`config.mk`:
```
export PLATFORM = sky130hd
export DESIGN_NAME = sfcr_responder
export DESIGN_NICKNAME = d
export VERILOG_FILES = /design/src/sfcr_regfile.v /design/src/sfcr_responder.v
export VERILOG_INCLUDE_DIRS = /design/src
export SDC_FILE = /design/constraint.sdc
export NUM_CORES = 1
export LEC_CHECK = 0
export ABC_AREA = 1
export ABC_CLOCK_PERIOD_IN_PS = 6600
export CAP_MARGIN = 20
export CELL_PAD_IN_SITES_DETAIL_PLACEMENT = 1
export CELL_PAD_IN_SITES_GLOBAL_PLACEMENT = 2
export CORE_MARGIN = 3
export CORE_UTILIZATION = 35
export DETAILED_ROUTE_END_ITERATION = 7
export DONT_BUFFER_PORTS = 1
export HOLD_SLACK_MARGIN = 0.05
export PLACE_DENSITY = 0.71
export SETUP_SLACK_MARGIN = 0.2
export SYNTH_ARGS = -nofsm -noshare
export SYNTH_HDL_FRONTEND = slang
export SYNTH_SLANG_ARGS = --single-unit
```
`constraint.sdc`:
```
create_clock -name i_core_clk -period 6.6 [get_ports i_core_clk]
set_clock_uncertainty 0.2 [all_clocks]
set_input_delay 0.99 -clock i_core_clk [delete_from_list [all_inputs] [get_ports i_core_clk]]
set_output_delay 0.99 -clock i_core_clk [all_outputs]
set_load 0.02 [all_outputs]
```
`src/sfcr_defines.vh`:
```
`ifndef SFCR_DEFINES_VH
`define SFCR_DEFINES_VH
// Command words
`define SFCR_CMD_NULL     16'h0000
`define SFCR_CMD_RESET    16'h0011
`define SFCR_CMD_STANDBY  16'h0022
`define SFCR_CMD_WAKEUP   16'h0033
`define SFCR_CMD_LOCK     16'h0555
`define SFCR_CMD_UNLOCK   16'h0655
// Opcode field, bits 15:13
`define SFCR_OP_READ      3'h1
`define SFCR_OP_WRITE     3'h2
`define SFCR_OP_WRITES    3'h3
// Register space
`define SFCR_NUM_REGS     21
`define SFCR_ADDR_ID      5'h00
`define SFCR_ADDR_STAT    5'h02
`define SFCR_READY_HI     8'hFF
// Multi-read header opcode bits
`define SFCR_HDR_OP       3'h1
// Reset cycle length in link frames, minus one
`define SFCR_RESET_FRAMES 4'h2
`endif

```
`src/sfcr_regfile.v`:
```
`timescale 1ns/1ns
`include "sfcr_defines.vh"
// Register storage with defaults; registers 0 to 9 (channel count at 0) and 16 read only
module sfcr_regfile #(
   parameter NREGS  = `SFCR_NUM_REGS,
   parameter [7:0] CH_CODE = 8'h04
) (
   // Clock and reset
   input  wire       i_core_clk,
   input  wire       i_resetn,
   input  wire       i_soft_rst,
   // Write port
   input  wire       i_we,
   input  wire [4:0] i_waddr,
   input  wire [7:0] i_wdata,
   // Read ports
   input  wire [4:0] i_raddr_a,
   input  wire [4:0] i_raddr_b,
   output reg  [7:0] o_rdata_a,
   output reg  [7:0] o_rdata_b
);
   reg [7:0] mem_r [0:NREGS-1];
   genvar g;
   generate
      for (g = 0; g < NREGS; g = g + 1) begin : g_reg
         wire [7:0] dflt = (g == 0)  ? CH_CODE :
                           (g == 11) ? 8'h60 :
                           (g == 12) ? 8'h3C :
                           (g == 13) ? 8'h08 :
                           (g == 14) ? 8'h86 : 8'h00;
         wire ro = (g < 10) || (g == 16);
         always @(posedge i_core_clk) begin
            if (!i_resetn || i_soft_rst)
               mem_r[g] <= dflt;
            else if (i_we && !ro && (i_waddr == g))
               mem_r[g] <= i_wdata;
         end
      end
   endgenerate
   always @* begin
      // Absent addresses read as zero
      o_rdata_a = (i_raddr_a < NREGS) ? mem_r[i_raddr_a] : 8'h00;
      o_rdata_b = (i_raddr_b < NREGS) ? mem_r[i_raddr_b] : 8'h00;
   end
endmodule // sfcr_regfile

```
`src/sfcr_responder.v`:
```
`timescale 1ns/1ns
`include "sfcr_defines.vh"
module sfcr_responder #(
   parameter       WORD_BITS = 24,
   parameter [7:0] CH_CODE   = 8'h04
) (
   // Clock and reset
   input  wire i_core_clk,
   input  wire i_resetn,
   // Serial link from host
   input  wire i_sclk,
   input  wire i_cs_n,
   input  wire i_din,
   // Serial link to host
   output reg  o_dout,
   output reg  o_dout_oe,
   // Device state
   output reg  o_standby,
   output reg  o_locked,
   output reg  o_ready
);
   localparam ST_RESET = 2'h0;
   localparam ST_READY = 2'h1;
   localparam ST_RUN   = 2'h2;

   localparam RS_READY = 3'h0;
   localparam RS_ECHO  = 3'h1;
   localparam RS_REG   = 3'h2;
   localparam RS_HDR   = 3'h3;
   localparam RS_DATA  = 3'h4;

   // Input synchronisers
   reg [2:0] sclk_s1_r;
   reg [2:0] sclk_s2_r;
   reg       sclk_d_r;
   always @(posedge i_core_clk) begin
      if (!i_resetn) begin
         sclk_s1_r <= 3'h7;
         sclk_s2_r <= 3'h7;
         sclk_d_r  <= 1'b0;
      end else begin
         sclk_s1_r <= {i_cs_n, i_din, i_sclk};
         sclk_s2_r <= sclk_s1_r;
         sclk_d_r  <= sclk_s2_r[0];
      end
   end
   wire sclk_q = sclk_s2_r[0];
   wire din_q  = sclk_s2_r[1];
   wire csn_q  = sclk_s2_r[2];
   reg  csn_d_r;
   wire rise   = sclk_q & ~sclk_d_r & ~csn_q;
   wire fall   = ~sclk_q & sclk_d_r & ~csn_q;
   wire f_beg  = ~csn_q & csn_d_r;
   wire f_end  = csn_q & ~csn_d_r;

   // State
   reg [1:0]  st_r;
   reg [3:0]  rst_cnt_r;
   reg [15:0] cmd_sh_r;
   reg [5:0]  bit_cnt_r;
   reg [2:0]  rsp_r;
   reg [15:0] rsp_word_r;
   reg [WORD_BITS-1:0] tx_sh_r;
   reg [4:0]  rd_addr_r;
   reg [8:0]  rd_left_r;
   reg        soft_rst_r;
   reg        rst_pend_r;
   reg        we_r;
   reg [4:0]  waddr_r;
   reg [7:0]  wdata_r;

   wire [7:0] rdata_a;
   wire [7:0] rdata_b;
   reg  [4:0] raddr_a;
   reg  [4:0] raddr_b;

   sfcr_regfile #(
      .NREGS   (`SFCR_NUM_REGS),
      .CH_CODE (CH_CODE)
   ) u_regs (
      .i_core_clk (i_core_clk),
      .i_resetn   (i_resetn),
      .i_soft_rst (soft_rst_r),
      .i_we       (we_r),
      .i_waddr    (waddr_r),
      .i_wdata    (wdata_r),
      .i_raddr_a  (raddr_a),
      .i_raddr_b  (raddr_b),
      .o_rdata_a  (rdata_a),
      .o_rdata_b  (rdata_b)
   );

   // Command captured in the frame just ended
   wire [15:0] cmd  = cmd_sh_r;
   wire [2:0]  op   = cmd[15:13];
   wire [4:0]  addr = cmd[12:8];
   wire        rd_busy = (rsp_r == RS_HDR) || (rsp_r == RS_DATA);
   wire        lock_ok = (cmd == `SFCR_CMD_UNLOCK) || (cmd == `SFCR_CMD_NULL) ||
                         (op == `SFCR_OP_READ);

   // Read address selection for response building
   always @* begin
      raddr_a = `SFCR_ADDR_STAT;
      raddr_b = 5'h00;
      if (rd_busy) begin
         raddr_a = rd_addr_r;
         raddr_b = rd_addr_r + 5'h01;
      end else if (op == `SFCR_OP_READ) begin
         raddr_a = addr;
      end else if (op == `SFCR_OP_WRITE) begin
         raddr_a = addr;
      end
   end

   // Second byte of a pair past the count or the map is zero
   wire [7:0] data_b = ((rd_left_r > 9'h001) &&
                        ({1'b0, rd_addr_r} + 6'h01 < `SFCR_NUM_REGS)) ?
                       rdata_b : 8'h00;

   always @(posedge i_core_clk) begin
      if (!i_resetn) begin
         csn_d_r    <= 1'b1;
         st_r       <= ST_RESET;
         rst_cnt_r  <= 4'h0;
         cmd_sh_r   <= 16'h0000;
         bit_cnt_r  <= 6'h00;
         rsp_r      <= RS_READY;
         rsp_word_r <= {`SFCR_READY_HI, CH_CODE};
         tx_sh_r    <= {WORD_BITS{1'b0}};
         rd_addr_r  <= 5'h00;
         rd_left_r  <= 9'h000;
         soft_rst_r <= 1'b0;
         rst_pend_r <= 1'b0;
         we_r       <= 1'b0;
         waddr_r    <= 5'h00;
         wdata_r    <= 8'h00;
         o_dout     <= 1'b0;
         o_dout_oe  <= 1'b0;
         o_standby  <= 1'b0;
         o_locked   <= 1'b1;
         o_ready    <= 1'b0;
      end else begin
         csn_d_r    <= csn_q;
         soft_rst_r <= 1'b0;
         we_r       <= 1'b0;
         o_dout_oe  <= ~csn_q;
         if (soft_rst_r) begin
            o_standby <= 1'b0;
         end
         if (f_beg) begin
            // Response in MSBs, zero-filled below
            tx_sh_r   <= {rsp_word_r, {(WORD_BITS-16){1'b0}}};
            o_dout    <= rsp_word_r[15];
            bit_cnt_r <= 6'h00;
         end else if (fall) begin
            tx_sh_r <= {tx_sh_r[WORD_BITS-2:0], 1'b0};
            o_dout  <= tx_sh_r[WORD_BITS-2];
         end
         if (rise && bit_cnt_r < 6'h10) begin
            cmd_sh_r  <= {cmd_sh_r[14:0], din_q};
            bit_cnt_r <= bit_cnt_r + 6'h01;
         end
         if (f_end) begin
            // Execution at frame end; answer goes out next frame
            case (st_r)
               ST_RESET: begin
                  // Refuse all until reset cycle done
                  rsp_r      <= RS_READY;
                  rsp_word_r <= {`SFCR_READY_HI, CH_CODE};
                  if (rst_cnt_r == `SFCR_RESET_FRAMES) begin
                     st_r    <= ST_READY;
                     o_ready <= 1'b1;
                  end else begin
                     rst_cnt_r <= rst_cnt_r + 4'h1;
                  end
               end
               ST_READY: begin
                  rsp_r      <= RS_READY;
                  rsp_word_r <= {`SFCR_READY_HI, CH_CODE};
                  if (cmd == `SFCR_CMD_UNLOCK) begin
                     st_r       <= ST_RUN;
                     o_locked   <= 1'b0;
                     rsp_r      <= RS_ECHO;
                     rsp_word_r <= cmd;
                  end
               end
               ST_RUN: begin
                  if (rd_busy) begin
                     // Ignore commands while draining
                     rsp_r      <= (rd_left_r > 9'h002) ? RS_DATA : RS_ECHO;
                     rsp_word_r <= {rdata_a, data_b};
                     if (rd_left_r > 9'h002) begin
                        rd_addr_r <= rd_addr_r + 5'h02;
                        rd_left_r <= rd_left_r - 9'h002;
                     end else begin
                        rd_left_r <= 9'h000;
                        rsp_r     <= RS_REG;
                     end
                  end else if (o_locked && !lock_ok) begin
                     rsp_r      <= RS_REG;
                     rsp_word_r <= {`SFCR_OP_READ, `SFCR_ADDR_STAT, rdata_a};
                  end else if (cmd == `SFCR_CMD_NULL) begin
                     rsp_r      <= RS_REG;
                     rsp_word_r <= {`SFCR_OP_READ, `SFCR_ADDR_STAT, rdata_a};
                  end else if (cmd == `SFCR_CMD_RESET) begin
                     // Reset starts after this frame
                     soft_rst_r <= 1'b1;
                     st_r       <= ST_READY;
                     o_locked   <= 1'b1;
                     o_ready    <= 1'b1;
                     rsp_r      <= RS_READY;
                     rsp_word_r <= {`SFCR_READY_HI, CH_CODE};
                  end else if (cmd == `SFCR_CMD_STANDBY) begin
                     o_standby  <= 1'b1;
                     rsp_r      <= RS_ECHO;
                     rsp_word_r <= cmd;
                  end else if (cmd == `SFCR_CMD_WAKEUP) begin
                     o_standby  <= 1'b0;
                     rsp_r      <= RS_ECHO;
                     rsp_word_r <= cmd;
                  end else if (cmd == `SFCR_CMD_LOCK) begin
                     o_locked   <= 1'b1;
                     rsp_r      <= RS_ECHO;
                     rsp_word_r <= cmd;
                  end else if (cmd == `SFCR_CMD_UNLOCK) begin
                     o_locked   <= 1'b0;
                     rsp_r      <= RS_ECHO;
                     rsp_word_r <= cmd;
                  end else if (op == `SFCR_OP_READ && cmd[7:0] == 8'h00) begin
                     rsp_r      <= RS_REG;
                     rsp_word_r <= {`SFCR_OP_READ, addr, rdata_a};
                  end else if (op == `SFCR_OP_READ) begin
                     // Header: start address and count minus one
                     rsp_r      <= RS_HDR;
                     rsp_word_r <= {`SFCR_HDR_OP, addr, cmd[7:0]};
                     rd_addr_r  <= addr;
                     rd_left_r  <= {1'b0, cmd[7:0]} + 9'h001;
                  end else if (op == `SFCR_OP_WRITE) begin
                     we_r       <= 1'b1;
                     waddr_r    <= addr;
                     wdata_r    <= cmd[7:0];
                     rsp_r      <= RS_REG;
                     // Shows new content for writable addresses
                     rsp_word_r <= {`SFCR_OP_READ, addr,
                                    (addr < `SFCR_NUM_REGS && addr > 5'h09 &&
                                     addr != 5'h10) ? cmd[7:0] : rdata_a};
                  end else begin
                     // Unknown command: status readback
                     rsp_r      <= RS_REG;
                     rsp_word_r <= {`SFCR_OP_READ, `SFCR_ADDR_STAT, rdata_a};
                  end
               end
               default: begin
                  st_r <= ST_RESET;
               end
            endcase
         end
      end
   end
endmodule // sfcr_responder

```
# After elaboration in Yosys (flattened, before gate mapping)
# Memory sizes are Yosys's and may differ from the RTL's.
# Index checks and enable logic that the tools add are counted.
[word_totals] regBits=104 mem_bits_rw=168 inputBits=5 out_inout_bits=5 n_memories=1
[op_classes] addsub=7 order_cmp=8 n_eq_ne=40 muxes=137 bitwise_logic=34 reduce_logical=41
[memory_table] name="u_regs.mem_r" depth=21 width=8 read_ports=2 rd_ports_with_merged_regs=0 write_ports=21 line="sfcr_regfile.v:22" rtl="reg [7:0] mem_r [0:NREGS-1];"
[op_table] operator="16-bit 2-to-1 mux" count=9
[op_table] operator="8-bit 2-to-1 mux" count=14
[op_table] operator="9-bit 2-to-1 mux" count=11
[op_table] operator="5-bit 2-to-1 mux" count=15
[op_table] operator="1-bit 2-to-1 mux" count=61
[op_table] operator="16-bit case mux with 3 select lines" count=1
[op_table] operator="23-bit 2-to-1 mux" count=2
[op_table] operator="13-bit 2-to-1 mux" count=3
[op_table] operator="16-bit by 11-bit == test with 1-bit output, second input constant" count=2
[op_table] operator="16-bit by 6-bit == test with 1-bit output, second input constant" count=2
[op_table] operator="5-bit by 4-bit == test with 1-bit output, second input constant" count=6
[op_table] operator="2-bit != test, second input constant" count=14
[op_table] operator="2-bit 2-to-1 mux" count=13
[op_table] operator="7-bit AND reduction" count=3
[op_table] operator="5-bit == test, second input constant" count=4
[op_table] operator="1-bit NOT" count=18
[op_table] operator="16-bit by 5-bit == test with 1-bit output, second input constant" count=1
[op_table] operator="1-bit logical AND" count=16
[op_table] operator="16-bit logical NOT" count=1
[op_table] operator="5-bit < comparator, second input constant" count=3
[op_table] operator="13-bit AND reduction" count=1
[op_table] operator="13-bit OR reduction" count=1
[op_table] operator="6-bit by 5-bit < comparator with 1-bit output, second input constant" count=2
[op_table] operator="6-bit 2-to-1 mux" count=2
[op_table] operator="other kinds (36)" count=62

# Logic depth before layout (Yosys ltp)
# Gate-level depths: netlist (run 1).
[logic_depth] ltp_word=19 depth_mapped=20

# Hierarchy
# A second synthesis (run 1) with hierarchy kept.
[hier_totals] cells_unflattened=1392 hier_area_um2=10218.6
[by_module_without_submodules] mod="sfcr_responder" instances=1 cells_each=786 area_per_inst_um2=5497.8 seq_area_each_um2=2082.0
[by_module_without_submodules] mod="sfcr_regfile" instances=1 cells_each=606 area_per_inst_um2=4720.8 seq_area_each_um2=2402.3

# Least setup slack after synthesis (run 1)
# No wires, ideal clock.
[synth_path] path_type="input port to flip-flop" from="input port i_resetn" to="memory u_regs.mem_r[13][0], enable pin" arrival_ps=2272 required_ps=6043 path_slack_ps=3771 cell_stages=5 n_path_buf=2 path_cell_list="clkbuf_1 -> clkinv_1 -> nor2_1 -> clkbuf_1 -> o21ai_0"
[synth_rtl] item="start, declared" line="sfcr_responder.v:9" rtl="input wire i_resetn,"
[synth_rtl] item="end, declared" line="sfcr_regfile.v:22"

# Worst setup path in the final report (run 1)
[layout_path] from="register rsp_r[1]" to="register rsp_word_r[6]"
[layout_between] elab_chain_len=18 elab_cells_between_ends=24
[layout_lines] item="start, declared" line="sfcr_responder.v:61" rtl="reg [2:0] rsp_r;"
[layout_lines] item="start signal, assigned" line="sfcr_responder.v:190" rtl="rsp_r <= (rd_left_r > 9'h002) ? RS_DATA : RS_ECHO;"
[layout_lines] item="3-bit by 2-bit == test with 1-bit output or 3-bit == test (tied branches)" line="sfcr_responder.v:97" rtl="wire rd_busy = (rsp_r == RS_HDR) || (rsp_r == RS_DATA);"
[layout_lines] item="1-bit logical OR *" line="sfcr_responder.v:97"
[layout_lines] item="5-bit 2-to-1 mux" line="sfcr_responder.v:105" rtl="if (rd_busy) begin"
[layout_lines] item="memory 21 x 8 bit or 5-bit < comparator (tied branches)"
[layout_lines] item="8-bit 2-to-1 mux" line="sfcr_regfile.v:42" rtl="o_rdata_a = (i_raddr_a < NREGS) ? mem_r[i_raddr_a] : 8'h00;"
[layout_lines] item="8-bit 2-to-1 mux" line="sfcr_responder.v:245" rtl="(addr < `SFCR_NUM_REGS && addr > 5'h09 &&"
[layout_lines] item="13-bit 2-to-1 mux" line="sfcr_responder.v:238" rtl="end else if (op == `SFCR_OP_WRITE) begin"
[layout_lines] item="13-bit 2-to-1 mux" line="sfcr_responder.v:232" rtl="end else if (op == `SFCR_OP_READ) begin"
[layout_lines] item="[2 not listed]"
[layout_lines] item="16-bit 2-to-1 mux" line="sfcr_responder.v:221" rtl="end else if (cmd == `SFCR_CMD_LOCK) begin"
[layout_lines] item="16-bit 2-to-1 mux" line="sfcr_responder.v:217" rtl="end else if (cmd == `SFCR_CMD_WAKEUP) begin"
[layout_lines] item="16-bit 2-to-1 mux" line="sfcr_responder.v:213" rtl="end else if (cmd == `SFCR_CMD_STANDBY) begin"
[layout_lines] item="16-bit 2-to-1 mux" line="sfcr_responder.v:205" rtl="end else if (cmd == `SFCR_CMD_RESET) begin"
[layout_lines] item="16-bit 2-to-1 mux" line="sfcr_responder.v:202" rtl="end else if (cmd == `SFCR_CMD_NULL) begin"
[layout_lines] item="16-bit 2-to-1 mux" line="sfcr_responder.v:199" rtl="end else if (o_locked && !lock_ok) begin"
[layout_lines] item="16-bit 2-to-1 mux *" line="sfcr_responder.v:188" rtl="if (rd_busy) begin"
[layout_lines] item="16-bit case mux with 3 select lines *" line="sfcr_responder.v:165" rtl="case (st_r)"
[layout_lines] item="end signal, assigned" line="sfcr_responder.v:191" rtl="rsp_word_r <= {rdata_a, data_b};"
[layout_lines] item="end signal, assigned" line="sfcr_responder.v:201" rtl="rsp_word_r <= {`SFCR_OP_READ, `SFCR_ADDR_STAT, rdata_a};"
[layout_lines] item="end signal, assigned" line="sfcr_responder.v:204" rtl="rsp_word_r <= {`SFCR_OP_READ, `SFCR_ADDR_STAT, rdata_a};"
[layout_lines] item="end, declared" line="sfcr_responder.v:62" rtl="reg [15:0] rsp_word_r;"
# Mark *: on every way between the ends. The rest lies on a longest branch, timed or not.
# A chain may end at the register's enable or synchronous reset.

==> results of run 1 <==
state kept, by name (all words and copies together) (netlist names), 4 cells and up:
| register | cells |
|---|---|
| bit_cnt_r | 6 |
| cmd | 16 |
| rd_addr_r | 5 |
| rd_left_r | 9 |
| rsp_word_r | 16 |
| rst_cnt_r | 4 |
| tx_sh_r | 15 |
| u_regs.mem_r | 80 |
| waddr_r | 5 |
| wdata_r | 8 |
path summary, 6_finish.rpt:
| kind | slack, ns | depth (start not counted) | start | endpoint |
|---|---|---|---|---|
| max | 2.86 | 18 | rsp_r[1] | rsp_word_r[6] |
| min | 0.22 | 1 | sclk_s1_r[2] | sclk_s2_r[2] |
| max reg2reg | 2.86 | 18 | rsp_r[1] | rsp_word_r[6] |
| min reg2reg | 0.22 | 1 | sclk_s1_r[2] | sclk_s2_r[2] |
power by group:
group | total, mW | switching (mW) | internal (mW)
sequential | 1.24 | 0.0265 | 1.22
clock | 1.04 | 0.519 | 0.522
combinational | 0.152 | 0.112 | 0.0404
total | 2.44 | 0.657 | 1.78
synthesized netlist by cell type (2+ instances only):
master,instances
or2_2,9
ha_1,14
clkinv_1,12
nand3_1,98
a311oi_1,15
nor2_2,3
buf_4,8
o22ai_1,4
a21oi_2,4
clkbuf_1,32
a221oi_1,2
inv_2,15
nor2_4,6
edfxtp_1,80
o211ai_1,18
o21ai_0,101
nand3_2,5
buf_2,11
a31oi_1,6
and3_1,2
inv_1,115
nand2_4,4
nand2_2,12
o32ai_1,2
a211oi_1,9
nor2_1,176
o21ai_1,13
a21oi_1,113
nand3b_1,2
nand4_1,20
nor3_2,3
nor3_1,11
dfxtp_1,104
nand2_1,306
xor2_1,7
buf_6,7
metal layers:
layer  wire length [um]  global-route usage [%]  up-vias
li1                   -                       -     4524
met1              18530                   35.18     4503
met2              16130                   36.86      171
met3               1691                   4.376       23
met4                450                   6.023        0
met5                  0                       0        -
worst max-delay path: stages, from the launching register on:
cell and delay, ns:
dfxtp_1 0.41, nand3_1 0.12, nand2_2 0.62, nand2_1 0.10, buf_4 0.28, nand2_1 0.11, buf_4 0.37, nand2_1 0.19
a21oi_4 0.28, nor2_1 0.11, nor2_1 0.21, nand2_1 0.13, nand2_1 0.07, nand2_1 0.05, nand2_1 0.06, nand2_1 0.07
nand2_1 0.06, nand2_1 0.06, a21oi_2 0.12
metrics by stage:
stage / util, % / setup WS, ns / area [um2]
4_1_cts: 38.93 / 2.912 / 11020
2_1_floorplan: - / 3.771 / 10230
6_report: 38.96 / 2.859 / 11030
5_1_grt: 38.96 / 2.625 / 11030
3_5_place_dp: 36.88 / 2.949 / 10440
3_3_place_gp: 36.88 / 2.974 / 10440
final cells by class:
class	instances	area, um2	share of cell area [%]
Tap cell	378	473.0	4.288
Timing Repair Buffer	9	67.56	0.6125
Sequential cell	184	4484	40.65
Clock inverter	14	128.9	1.168
Multi-Input combinational cell	981	4882	44.26
Inverter	144	544.3	4.934
Clock buffer	18	450.4	4.083
logic make-up after synthesis:
kind of cell | synth area share [%]
buf+inv | 8.484
xor+xnor | 0.8436
simple gates | 28.42
fa+ha+maj | 1.712
flops | 43.81
compound gates | 16.72
==> out/results.ini, run 1 <==
[status]
status = completed

[yosys]
synth_seq_cells = 184
syn_nets = 1387
synth_ff_type = dfxtp_1
yosysWarnings = 0
async_flop_share_pct = 0
synth.area.top_cells = edfxtp_1 23%, dfxtp_1 20%, nand2_1 11%, nor2_1 6.5%, a21oi_1 5.5%
avgSynthCellArea_um2 = 7.482
synth_area_um2 = 10230
synthDistinctLibCells = 55
synth_top_area_share_pct = 23.47
synth_edf_count = 80
netlist_instances = 1368
synth_seq_area_share_pct = 43.81
synth_top_area_cell = edfxtp_1

[die]
std_cell_rows = 61
fp.dieH_um = 177.0
core_area_um2 = 28320
die_w_um = 177.0
die_area_um2 = 31330
initial_core_util_pct = 36.15
io_pins = 10

[critical_path]
crit_required_ns = 6.78
crit_path_end_kind = register
critPathKind = reg2reg
start_kind = register
critical_path.max_fanout = 38
arrival_ns = 3.92

[detailed_routing]
wirelength_um = 36800
avgViaCountPerCell = 5.336
drt_iter0_markers = 638
detail-route-antenna-nets = 0
wl_per_cell_um = 21.30
drc = 0
num_vias = 9221
dr.pass1.iters = 5

[clock_network]
clk_latency_ns = 0.45
cts_htree_levels = 4
cts_hold_buf = 0
cts_buffers = 17
clkTransAtPathRegs_ns = 0.08
cts_tree = yes
cts_setup_buffers = 0
cts_resized = 0
clk_path_buf_depth = 2
clockRootBuffer = clkbuf_16
clock-sinks = 184

[sta]
slew_viol_final = 0
tightest_slew_ns = 1.018
setup_violations = 0
hold_violations = 0
whs_ns = 0.2154
fin_crit_sh_pct = 56.69
fin_crit_ns = 3.741
rsz0062_at_grt = false
fmax_ghz = 0.2673
fin_tns_setup_ns = 0
maxSlewHeadroom_pct = 31.65

[global_routing]
gr-total-overflow = 0
grt_pass1_wl_um = 57000
antenna_found_initial = 1
grt_max_degree = 54
first_global_vias = 9248
grt_usage_pct = 24.10

[pwr]
vdd_drop_max_v = 0.0001682
leakage_nw = 4.087
power.density_nw_per_um2 = 220.9
power.total_mw = 2.436

[placed_design]
port_buffers = 0
place.gp.congestion = 0.9256
dp.cells = 1695
dp_hpwl_um = 27470

[layout]
mostFrequentLayoutCells = 306 x nand2_1, 176 x nor2_1, 115 x inv_1
final_cells = 1728
nets = 1356
fillers = 3489
diodes = 0
layout_commonest_cell = nand2_1
drive_gt1_share_pct = 8.296
area_delta_synth_final_pct = 7.775

[flow_run]
cap_violations = 0

[min_path]
hold_class = reg2reg

Power figures use the tool's default switching activity.
==> run 2: changes to the inputs <==
--- a/config.mk
+++ b/config.mk
@@ -7,7 +7,7 @@
 export NUM_CORES = 1
 export LEC_CHECK = 0
 export ABC_AREA = 1
-export ABC_CLOCK_PERIOD_IN_PS = 6600
+export ABC_CLOCK_PERIOD_IN_PS = 3400
 export CAP_MARGIN = 20
 export CELL_PAD_IN_SITES_DETAIL_PLACEMENT = 1
 export CELL_PAD_IN_SITES_GLOBAL_PLACEMENT = 2
@@ -16,7 +16,7 @@
 export DETAILED_ROUTE_END_ITERATION = 7
 export DONT_BUFFER_PORTS = 1
 export HOLD_SLACK_MARGIN = 0.05
-export PLACE_DENSITY = 0.71
+export PLACE_DENSITY = 0.74
 export SETUP_SLACK_MARGIN = 0.2
 export SYNTH_ARGS = -nofsm -noshare
 export SYNTH_HDL_FRONTEND = slang
==> constraint.sdc (replaced) <==
create_clock -name i_core_clk -period 3.4 [get_ports i_core_clk]
set_clock_uncertainty 0.2 [all_clocks]
set_input_delay 0.51 -clock i_core_clk [delete_from_list [all_inputs] [get_ports i_core_clk]]
set_output_delay 0.51 -clock i_core_clk [all_outputs]
set_load 0.02 [all_outputs]
==> run 2 against run 1 <==
Against the previous run: worst hold slack got worse by 0.074 ns; die area did not move; first-iteration DRC count is 10% higher; combinational power grew 110%; critical path type unchanged; clock power is 94% higher; wire length is 0.59% lower.
==> out/results.ini, run 2 (same netlist as run 1, synthesis figures left out) <==
[pwr]
vdd_drop_max_v = 0.0003449  ; +110%
power.density_nw_per_um2 = 419.3  ; +90%
leakage_nw = 4.247  ; +3.9%

[clock_network]
cts_setup_buffers = 0  ; unchanged
cts_htree_levels = 4  ; unchanged
clk_path_buf_depth = 2  ; unchanged
clk_latency_ns = 0.45  ; about the same
clock-sinks = 184  ; unchanged
cts_buffers = 17  ; unchanged
clkTransAtPathRegs_ns = 0.07  ; about the same
cts_tree = yes
clockRootBuffer = clkbuf_16

[detailed_routing]
drt_iter0_markers = 704  ; +10%
avgViaCountPerCell = 5.365  ; +0.54%
wl_per_cell_um = 20.83  ; -2.2%
num_vias = 9421  ; +2.2%
dr.pass1.iters = 5  ; unchanged
wirelength_um = 36580  ; -0.59%
detail-route-antenna-nets = 0  ; unchanged
drc = 0  ; unchanged

[sta]
hold_violations = 0  ; unchanged
fin_crit_ns = 2.992  ; -0.7493 ns
fin_crit_sh_pct = 88.01  ; +31 points
maxSlewHeadroom_pct = 39.38  ; +7.7 points
setup_violations = 0  ; unchanged
fmax_ghz = 0.3342  ; +25%
tightest_slew_ns = 0.9071  ; -0.1113 ns
rsz0062_at_grt = true
fin_tns_setup_ns = 0  ; unchanged
slew_viol_final = 0  ; unchanged

[die]
initial_core_util_pct = 36.15  ; unchanged
die_area_um2 = 31330  ; unchanged
die_w_um = 177.0  ; unchanged
io_pins = 10  ; unchanged
core_area_um2 = 28320  ; unchanged
std_cell_rows = 61  ; unchanged
fp.dieH_um = 177.0  ; unchanged

[critical_path]
crit_path_end_kind = register
critPathKind = reg2reg
critical_path.max_fanout = 16  ; -58%
start_kind = register
max_stage_delay_ns = 0.43  ; -0.19 ns
cpMaxStageDelayCell = dfxtp_1
arrival_ns = 3.16  ; -0.76 ns
worstPathCellList = ha_1, xor2_2, nand2_4, inv_1, o21ai_0, nand2_1, nand2_1, o2111ai_2, a21oi_1, nand2_1, a21oi_1, nand2_1, nand2_1, nand2_1, a21oi_2
critPathTopFamily = compound AO/OA/AOI/OAI gates
crit_buf_inv = 1  ; -1
path_common_cell = nand2_1
crit_required_ns = 3.57  ; -3.21 ns

[placed_design]
port_buffers = 0  ; unchanged
dp.cells = 1719  ; +1.4%
place.gp.congestion = 0.9272  ; +0.17%
dp_hpwl_um = 27540  ; +0.26%

[flow_run]
cap_violations = 0  ; unchanged

[min_path]
hold_class = in2reg

[global_routing]
grt_pass1_wl_um = 57250  ; +0.44%
gr-total-overflow = 0  ; unchanged
first_global_vias = 9559  ; +3.4%
grt_max_degree = 52  ; -3.7%
antenna_found_initial = 0  ; -1
grt_usage_pct = 24.00  ; -0.097 points

[layout]
final_cells = 1756  ; +1.6%
area_delta_synth_final_pct = 10.62
largest_reg_flops = 80  ; unchanged
layout_commonest_cell = nand2_1
nets = 1384  ; +2.1%
diodes = 0  ; unchanged
fillers = 3489  ; unchanged
drive_gt1_share_pct = 10.09  ; +1.8 points
mostFrequentLayoutCells = 304 x nand2_1, 176 x nor2_1, 115 x inv_1
max_flop_register = u_regs.mem_r

[status]
status = completed

==> run 2: stage by stage <==
stage	power (mW)	hold slack [ns]	utilization, %	setup WS (ns)	area (um2)
after global placement	2.759	0.1950	37.61	0.3639	10650
after floorplan	2.660	0.1925	-	1.051	10230
final	4.747	0.1412	39.99	0.4078	11320
after global routing	4.917	0.1426	39.99	0.1730	11320
after detailed placement	2.763	0.2028	37.61	0.3508	10650
after CTS	4.798	0.1267	39.87	0.3087	11290
==> run 2: final timing paths <==
| check | start | end | slack (ns) | depth (start not counted) |
|---|---|---|---|---|
| worst max-delay path | rd_addr_r[1] | rsp_word_r[4] | 0.41 | 15 |
| worst min-delay path | i_resetn | rsp_word_r[13] | 0.14 | 2 |
| worst max register to register | rd_addr_r[1] | rsp_word_r[4] | 0.41 | 15 |
| worst min register to register | sclk_s1_r[2] | sclk_s2_r[2] | 0.22 | 1 |
==> run 2: layout make-up <==
cell class | instances | area, um2 | share of cell area [%]
inverters | 144 | 544.3 | 4.807
clock inverters | 12 | 103.9 | 0.9172
multi-input cells | 981 | 4913 | 43.40
repair buffers | 37 | 325.3 | 2.873
well taps | 378 | 473.0 | 4.177
clock buffers | 20 | 478.0 | 4.221
flip-flops and latches | 184 | 4484 | 39.61
==> run 2: routing by layer <==
metal	vias to the layer above	global-route usage (%)	part of all wire, %
met5	-	0	0
met4	0	5.106	1.2
met3	26	4.333	4.5
met2	187	37.10	45
met1	4624	35.10	50
li1	4584	-	-
==> run 2: repair_timing <==
item | 4_1_cts | 5_1_grt
setup endpoints to repair | 0 | 16
hold buffers | 5 | 0
gates resized for setup | 0 | 7
hold endpoints to repair | 54 | 0
==> run 2: worst register-to-register path: stages (launching register included) <==
cell	delay, ns
dfxtp_1	0.43
ha_1	0.33
xor2_2	0.14
nand2_4	0.23
inv_1	0.14
o21ai_0	0.13
nand2_1	0.08
nand2_1	0.12
o2111ai_2	0.22
a21oi_1	0.39
nand2_1	0.09
a21oi_1	0.13
nand2_1	0.07
nand2_1	0.05
nand2_1	0.06
a21oi_2	0.12
==> run 2: power breakdown <==
group | internal [mW] | total (mW) | switching (mW)
clock network | 1.04 | 2.02 | 0.972
logic | 0.0926 | 0.318 | 0.225
registers | 2.36 | 2.41 | 0.0521
total | 3.50 | 4.75 | 1.25
